File: src/shared/ispfsm_pkg.sv
// Shared constants and types of the isolated supply protection supervisor
`default_nettype none
package ispfsm_pkg;
	localparam int SYNC_STAGES = 2;
	localparam int CLK_PERIOD_NS = 10;
	localparam int SS_TIMEOUT_US = 28400;
	localparam int SS_TIMEOUT_CYCLES = (SS_TIMEOUT_US * 1000) / CLK_PERIOD_NS;
	localparam int SS_RAMP_US = 1024;
	localparam int SS_RAMP_CYCLES = ((SS_RAMP_US * 1000) + CLK_PERIOD_NS - 1) / CLK_PERIOD_NS;
	localparam int PG_DEGLITCH_US = 3000;
	localparam int PG_DEGLITCH_CYCLES = ((PG_DEGLITCH_US * 1000) + CLK_PERIOD_NS - 1) / CLK_PERIOD_NS;
	localparam int N_COMP = 12;
	// Comparator and enable bit positions in the synchronised vector
	localparam int B_IN_LOW = 0;
	localparam int B_IN_RESET = 1;
	localparam int B_IN_HIGH = 2;
	localparam int B_POS_LOW = 3;
	localparam int B_NEG_LOW = 4;
	localparam int B_POS_RISE = 5;
	localparam int B_NEG_RISE = 6;
	localparam int B_POS_HIGH = 7;
	localparam int B_NEG_HIGH = 8;
	localparam int B_FAILSAFE = 9;
	localparam int B_HOT = 10;
	localparam int B_ENABLE = 11;
	typedef enum logic [2:0] {
		ST_LOCKOUT = 3'h0,
		ST_DISABLE = 3'h1,
		ST_SOFTSTART = 3'h2,
		ST_NORMAL = 3'h3,
		ST_LATCHED = 3'h4
	} ispfsm_state_t;
	typedef enum logic [2:0] {
		CAUSE_NONE = 3'h0,
		CAUSE_UNDER = 3'h1,
		CAUSE_OVER = 3'h2,
		CAUSE_FAILSAFE = 3'h3,
		CAUSE_HOT = 3'h4,
		CAUSE_TIMEOUT = 3'h5
	} ispfsm_cause_t;
endpackage
`default_nettype wire

File: src/shared/ispfsm_sync_if.sv
// Carrier between the synchroniser and the mode logic
`default_nettype none
interface ispfsm_sync_if #(parameter int WIDTH = 12);
	logic [WIDTH-1:0] raw;
	logic [WIDTH-1:0] synced;
	modport src (input raw, output synced);
	modport dst (output raw, input synced);
endinterface
`default_nettype wire

File: src/hw/ispfsm_sync.sv
// Two-flop synchroniser bank for comparator and enable inputs
`default_nettype none
module ispfsm_sync (
	input wire logic i_mclk,
	input wire logic i_reset,
	ispfsm_sync_if.src bus
);
	localparam int W = $bits(bus.raw);
	logic [W-1:0] stage1;
	logic [W-1:0] stage2;
	genvar g;
	generate
		for (g = 0; g < W; g++) begin : g_bit
			always_ff @(posedge i_mclk) begin
				if (i_reset) begin
					stage1[g] <= 1'b0;
					stage2[g] <= 1'b0;
				end else begin
					stage1[g] <= bus.raw[g];
					stage2[g] <= stage1[g];
				end
			end
		end
	endgenerate
	assign bus.synced = stage2;
endmodule
`default_nettype wire

File: src/hw/ispfsm_top.sv
// Protection and operating mode supervisor of the isolated supply
`default_nettype none
module ispfsm_top #(
	parameter int SS_TIMEOUT = ispfsm_pkg::SS_TIMEOUT_CYCLES,
	parameter int SS_RAMP = ispfsm_pkg::SS_RAMP_CYCLES,
	parameter int PG_DEGLITCH = ispfsm_pkg::PG_DEGLITCH_CYCLES
) (
	input wire logic i_mclk,
	input wire logic i_reset,
	input wire logic i_input_low_lockout,
	input wire logic i_input_reset_level,
	input wire logic i_input_high_lockout,
	input wire logic i_pos_low_fall,
	input wire logic i_neg_low_fall,
	input wire logic i_pos_low_rise,
	input wire logic i_neg_low_rise,
	input wire logic i_pos_high_rise,
	input wire logic i_neg_high_rise,
	input wire logic i_rail_failsafe,
	input wire logic i_primary_hot,
	input wire logic i_secondary_hot,
	input wire logic i_converter_on_request,
	input wire logic i_converter_on_request_driven,
	output logic o_switch_enable,
	output logic o_softstart_start,
	output logic o_softstart_active,
	output logic o_supply_good_n_out,
	output logic o_supply_good_n_oe,
	output logic [2:0] o_mode,
	output logic [2:0] o_latch_cause
);
	ispfsm_sync_if #(.WIDTH(ispfsm_pkg::N_COMP)) sbus ();
	logic [ispfsm_pkg::N_COMP-1:0] s;
	logic enable_pin;
	ispfsm_pkg::ispfsm_state_t state;
	ispfsm_pkg::ispfsm_state_t next_state;
	ispfsm_pkg::ispfsm_cause_t cause;
	ispfsm_pkg::ispfsm_cause_t next_cause;
	logic enable_prev;
	logic enable_fall_seen;
	logic [31:0] ss_count;
	logic [31:0] pg_count;
	logic in_range;
	logic uv_now;
	logic ov_now;
	logic fs_now;
	logic hot_now;
	logic ss_done;
	logic ss_timeout;
	logic rails_rise_ok;
	logic clear_latch;
	logic good_window;

	// Floating enable reads low, mimicking the internal weak pull-down
	assign enable_pin = i_converter_on_request_driven & i_converter_on_request;

	assign sbus.raw = {enable_pin, i_primary_hot | i_secondary_hot, i_rail_failsafe,
		i_neg_high_rise, i_pos_high_rise, i_neg_low_rise, i_pos_low_rise,
		i_neg_low_fall, i_pos_low_fall, i_input_high_lockout,
		i_input_reset_level, i_input_low_lockout};

	ispfsm_sync u_sync (
		.i_mclk(i_mclk),
		.i_reset(i_reset),
		.bus(sbus)
	);
	assign s = sbus.synced;

	assign in_range = !s[ispfsm_pkg::B_IN_LOW] && !s[ispfsm_pkg::B_IN_HIGH];
	assign uv_now = s[ispfsm_pkg::B_POS_LOW] || s[ispfsm_pkg::B_NEG_LOW];
	assign ov_now = s[ispfsm_pkg::B_POS_HIGH] || s[ispfsm_pkg::B_NEG_HIGH];
	assign fs_now = s[ispfsm_pkg::B_FAILSAFE];
	assign hot_now = s[ispfsm_pkg::B_HOT];
	assign rails_rise_ok = s[ispfsm_pkg::B_POS_RISE] && s[ispfsm_pkg::B_NEG_RISE];
	assign ss_done = (ss_count >= 32'(SS_RAMP));
	assign ss_timeout = (ss_count >= 32'(SS_TIMEOUT)) && !s[ispfsm_pkg::B_POS_RISE];
	// Only the rising edge or the input reset level clears; a toggle made while still faulty is spent
	assign clear_latch = s[ispfsm_pkg::B_IN_RESET]
		|| (enable_fall_seen && !enable_prev && s[ispfsm_pkg::B_ENABLE] && !hot_now && !uv_now
		&& !ov_now && !fs_now);

	// Enable falling edge remembered in latched mode until the next rising edge of enable
	always_ff @(posedge i_mclk) begin
		if (i_reset) begin
			enable_prev <= 1'b0;
			enable_fall_seen <= 1'b0;
		end else begin
			enable_prev <= s[ispfsm_pkg::B_ENABLE];
			if (state != ispfsm_pkg::ST_LATCHED) begin
				enable_fall_seen <= 1'b0;
			end else if (enable_prev && !s[ispfsm_pkg::B_ENABLE]) begin
				enable_fall_seen <= 1'b1;
			end else if (!enable_prev && s[ispfsm_pkg::B_ENABLE]) begin
				enable_fall_seen <= 1'b0;
			end
		end
	end

	always_comb begin
		next_state = state;
		next_cause = cause;
		case (state)
			ispfsm_pkg::ST_LOCKOUT: begin
				if (in_range) begin
					if (cause != ispfsm_pkg::CAUSE_NONE) begin
						next_state = ispfsm_pkg::ST_LATCHED;
					end else if (s[ispfsm_pkg::B_ENABLE]) begin
						next_state = ispfsm_pkg::ST_SOFTSTART;
					end else begin
						next_state = ispfsm_pkg::ST_DISABLE;
					end
				end
			end
			ispfsm_pkg::ST_DISABLE: begin
				if (s[ispfsm_pkg::B_ENABLE]) begin
					next_state = ispfsm_pkg::ST_SOFTSTART;
				end
			end
			ispfsm_pkg::ST_SOFTSTART: begin
				if (!s[ispfsm_pkg::B_ENABLE]) begin
					next_state = ispfsm_pkg::ST_DISABLE;
				end else if (fs_now || ov_now) begin
					next_state = ispfsm_pkg::ST_LATCHED;
					next_cause = fs_now ? ispfsm_pkg::CAUSE_FAILSAFE : ispfsm_pkg::CAUSE_OVER;
				end else if (hot_now) begin
					next_state = ispfsm_pkg::ST_LATCHED;
					next_cause = ispfsm_pkg::CAUSE_HOT;
				end else if (ss_timeout) begin
					next_state = ispfsm_pkg::ST_LATCHED;
					next_cause = ispfsm_pkg::CAUSE_TIMEOUT;
				end else if (ss_done && s[ispfsm_pkg::B_POS_RISE]) begin
					// Undervoltage ignored until here, rails start from zero
					if (rails_rise_ok) begin
						next_state = ispfsm_pkg::ST_NORMAL;
					end else begin
						next_state = ispfsm_pkg::ST_LATCHED;
						next_cause = ispfsm_pkg::CAUSE_UNDER;
					end
				end
			end
			ispfsm_pkg::ST_NORMAL: begin
				if (!s[ispfsm_pkg::B_ENABLE]) begin
					next_state = ispfsm_pkg::ST_DISABLE;
				end else if (fs_now || ov_now) begin
					next_state = ispfsm_pkg::ST_LATCHED;
					next_cause = fs_now ? ispfsm_pkg::CAUSE_FAILSAFE : ispfsm_pkg::CAUSE_OVER;
				end else if (hot_now) begin
					next_state = ispfsm_pkg::ST_LATCHED;
					next_cause = ispfsm_pkg::CAUSE_HOT;
				end else if (uv_now) begin
					next_state = ispfsm_pkg::ST_LATCHED;
					next_cause = ispfsm_pkg::CAUSE_UNDER;
				end
			end
			ispfsm_pkg::ST_LATCHED: begin
				if (clear_latch) begin
					next_cause = ispfsm_pkg::CAUSE_NONE;
					next_state = s[ispfsm_pkg::B_ENABLE] ? ispfsm_pkg::ST_SOFTSTART : ispfsm_pkg::ST_DISABLE;
				end
			end
			default: begin
				next_state = ispfsm_pkg::ST_LOCKOUT;
			end
		endcase
		// Input lockouts override every mode but keep the latch cause
		if (!in_range) begin
			next_state = ispfsm_pkg::ST_LOCKOUT;
		end
		if (s[ispfsm_pkg::B_IN_RESET]) begin
			next_cause = ispfsm_pkg::CAUSE_NONE;
		end
	end

	always_ff @(posedge i_mclk) begin
		if (i_reset) begin
			state <= ispfsm_pkg::ST_LOCKOUT;
			cause <= ispfsm_pkg::CAUSE_NONE;
		end else begin
			state <= next_state;
			cause <= next_cause;
		end
	end

	// Soft-start ramp and timeout counter
	always_ff @(posedge i_mclk) begin
		if (i_reset) begin
			ss_count <= 32'h00000000;
		end else if (state != ispfsm_pkg::ST_SOFTSTART) begin
			ss_count <= 32'h00000000;
		end else if (ss_count != 32'hFFFFFFFF) begin
			ss_count <= ss_count + 32'h00000001;
		end
	end

	// Settling delay in normal mode before good is reported
	always_ff @(posedge i_mclk) begin
		if (i_reset) begin
			pg_count <= 32'h00000000;
		end else if (state != ispfsm_pkg::ST_NORMAL || uv_now || ov_now || fs_now || hot_now) begin
			pg_count <= 32'h00000000;
		end else if (pg_count < 32'(PG_DEGLITCH)) begin
			pg_count <= pg_count + 32'h00000001;
		end
	end
	assign good_window = (pg_count >= 32'(PG_DEGLITCH)) && rails_rise_ok;

	always_ff @(posedge i_mclk) begin
		if (i_reset) begin
			o_switch_enable <= 1'b0;
			o_softstart_start <= 1'b0;
			o_softstart_active <= 1'b0;
			o_supply_good_n_oe <= 1'b0;
			o_mode <= 3'h0;
			o_latch_cause <= 3'h0;
		end else begin
			o_switch_enable <= (next_state == ispfsm_pkg::ST_SOFTSTART)
				|| (next_state == ispfsm_pkg::ST_NORMAL);
			o_softstart_start <= (next_state == ispfsm_pkg::ST_SOFTSTART)
				&& (state != ispfsm_pkg::ST_SOFTSTART);
			o_softstart_active <= (next_state == ispfsm_pkg::ST_SOFTSTART);
			o_supply_good_n_oe <= (next_state == ispfsm_pkg::ST_NORMAL) && good_window;
			o_mode <= next_state;
			o_latch_cause <= next_cause;
		end
	end
	// Open drain: only ever pulls low
	assign o_supply_good_n_out = 1'b0;
endmodule
`default_nettype wire

File: config.mk
export PLATFORM = sky130hd
export DESIGN_NAME = ispfsm_top
export DESIGN_NICKNAME = d
export VERILOG_FILES = /design/src/shared/ispfsm_pkg.sv /design/src/shared/ispfsm_sync_if.sv /design/src/hw/ispfsm_sync.sv /design/src/hw/ispfsm_top.sv
export SDC_FILE = /design/constraint.sdc
export NUM_CORES = 1
export LEC_CHECK = 0
export ABC_AREA = 1
export BUFFER_PORTS_ARGS = -buffer_cell sky130_fd_sc_hd__buf_2
export CAP_MARGIN = 30
export CORE_MARGIN = 2
export CORE_UTILIZATION = 40
export CTS_BUF_LIST = sky130_fd_sc_hd__clkbuf_4 sky130_fd_sc_hd__clkbuf_8
export DETAILED_ROUTE_END_ITERATION = 7
export GPL_ROUTABILITY_DRIVEN = 0
export PLACE_DENSITY = 0.64
export SLEW_MARGIN = 20
export SYNTH_ARGS = -nofsm -noshare
export SYNTH_HDL_FRONTEND = slang
export SYNTH_HIERARCHICAL = 1
export SYNTH_SLANG_ARGS = --single-unit
export TNS_END_PERCENT = 5
File: constraint.sdc
create_clock -name i_mclk -period 2.4 [get_ports i_mclk]
set_input_delay 0.12 -clock i_mclk [delete_from_list [all_inputs] [get_ports i_mclk]]
set_output_delay 0.12 -clock i_mclk [all_outputs]
set_load 0.02 [all_outputs]
==> results.ini <==
[routing]
antenna_left=0
drt_iter0_drc=293
drc=0
vias_per_cell=4.790
first_pass_iters=5
vias=4354
wl_um=10450
wl_per_cell_um=11.49

[run_status]
status=completed

[worst_setup_path]
rrSetupSlack_ns=0.57
worstPathRequired_ns=2.71
crit_path_start_kind=flip-flop
crit_type=reg2reg
worstPathArrival_ns=2.14
critPathCaptureType=flip-flop
cp_max_fo=6

[final_layout]
nets=757
finalNonFillerCells=909
fillers=1266
utilization=0.4599
drive_above_1_share=0.1552
synthToLayoutAreaGrowth_pct=11.38
post-route-cell-area_um2=5570
antenna_cells=0

[yosys]
ys_ff_latch=100
yosysSeqAreaShare=0.4003
synth_area_per_cell_um2=7.175
async_reset_ff_frac=0
synth_area_um2=5001
synth_top_flop_cell=dfxtp_1
synth_edf_count=0
synth_commonest_cells=inv_1, nand2_1, nor2_1
syn_nets=718
synth.top_cell.area_share=0.4003
yosysUniqueCellTypes=48
synthCells=697
ys_top_cells_by_area=dfxtp_1, inv_1, nand2_1
synth_area_leader_cell=dfxtp_1
yosysWarnings=6

[pwr]
power.leakage_uw=0.002497
cellPowerDensity_nw_per_um2=519.8
ir_drop_mv=0.3489

[placed_design]
place_hpwl_um=7931
dp_cells=883
placed_area_um2=5275
io_buffers=25
post-place-ws_ns=0.5699

[clock_tree]
clk-insertion-delay-late_ns=0.37
cts_buffer_depth=2
cts_tree=built
cts_buffers=9
cts_max_level=3
clk_pin_slew_ns=0.09
root_buffer=clkbuf_8
cts_setup_buffers=0
cts_sinks=100

[floorplanning]
core_um2=12110
die_area_um2=13410
rows=40
initial_utilization=0.4129
die_h_um=115.8
io_pins=27
die_w_um=115.8

[global_route]
grt_max_degree=32
grt_usage=0.1684
antenna_found_initial=0
grt_pass1_wl_um=18220
globalRouteOverflowTotal=0
grt_pass1_vias=4233

[sta]
slew_headroom=0.6296
setup_tns_ns=0
clock_skew_ns=0.004581
finalCriticalPeriod_ns=1.833
fin_crit_sh=0.7639
setup_ws_ns=0.5667
rsz0062_at_grt=no
final-max-slew-violation-count=0
max_freq_mhz=545.5
finalSetupViolations=0
worstMarginPinSlew_ns=0.5556
hold_viol_final=0

[job]
maxCapViolCount=0

[hold_path]
hold_class=in2reg

[sequential cells by signal, indices dropped and copies added (netlist names)]
signal	count
pg_count	32
enable_prev	1
u_sync/stage1	12
o_mode	3
o_supply_good_n_oe	1
o_switch_enable	1
u_sync/bus.synced	12
o_softstart_active	1
ss_count	32
o_latch_cause	3
o_softstart_start	1
enable_fall_seen	1
[metal layers]
| layer | global-route usage | routed length [um] | vias to the layer above |
|---|---|---|---|
| li1 | - | - | 2241 |
| met1 | 0.2094 | 4777 | 1953 |
| met2 | 0.2819 | 4815 | 130 |
| met3 | 0.03504 | 550 | 30 |
| met4 | 0.07619 | 301 | 0 |
| met5 | 0 | 0 | - |
[worst paths after layout]
path,end,startpoint,cells past startpoint
min reg2reg,u_sync/bus.synced[4],u_sync/stage1[4],2
min,u_sync/stage1[11],i_converter_on_request,5
max,ss_count[4],ss_count[0],9
max reg2reg,ss_count[4],ss_count[0],9
[metrics by stage]
step / hold WS, ns / total power, uW
floorplan: 0.1912 / 1823
global placement: 0.3251 / 1858
detailed placement: 0.3273 / 1861
CTS: 0.02291 / 2923
global route: 0.06443 / 3017
finish: 0.03067 / 2895
[cell usage in the layout (no fill, tap or decap), types with 11 or more instances in the layout]
cell,instances
clkbuf_8,11
nor2_1,110
dfxtp_1,100
o21ai_0,21
xor2_1,16
a21oi_1,22
inv_1,115
nand2_1,115
inv_2,19
buf_2,25
nor3_1,24
o21ai_1,23
nand3_1,20
[critical path, stage by stage (launching register included)]
cell and delay (ns):
dfxtp_1 0.40, ha_1 0.21, nand2_1 0.10, nor3_2 0.29, nand3_1 0.11, nor2_1 0.14
nand3_2 0.15, nand2_2 0.14, o21ai_0 0.09, a21oi_1 0.13
[layout make-up]
| cell class | count | area [um2] | share of cell area |
|---|---|---|---|
| Multi-Input combinational cell | 450 | 2397 | 0.4304 |
| Sequential cell | 100 | 2002 | 0.3594 |
| Inverter | 137 | 518.0 | 0.09299 |
| Timing Repair Buffer | 38 | 247.7 | 0.04447 |
| Tap cell | 168 | 210.2 | 0.03774 |
| Clock buffer | 13 | 166.4 | 0.02987 |
| Clock inverter | 3 | 28.78 | 0.005166 |
[report_power, final]
group          switching, uW  internal, uW
clock                    591           471
combinational           81.3          55.1
sequential              14.0          1680
[logic make-up after synthesis]
logic type | synth area share
other cells | 0.0007498
xor+xnor | 0.03853
fa+ha+maj | 0.01251
buf+inv | 0.1203
compound gates | 0.09783
simple gates | 0.3298
flops | 0.4003
[what timing repair did]
item	in CTS	in global routing
hold buffers	10	0
gates resized for setup	0	0
endpoints found under the hold margin	10	0
Power figures use the tool's default switching activity.
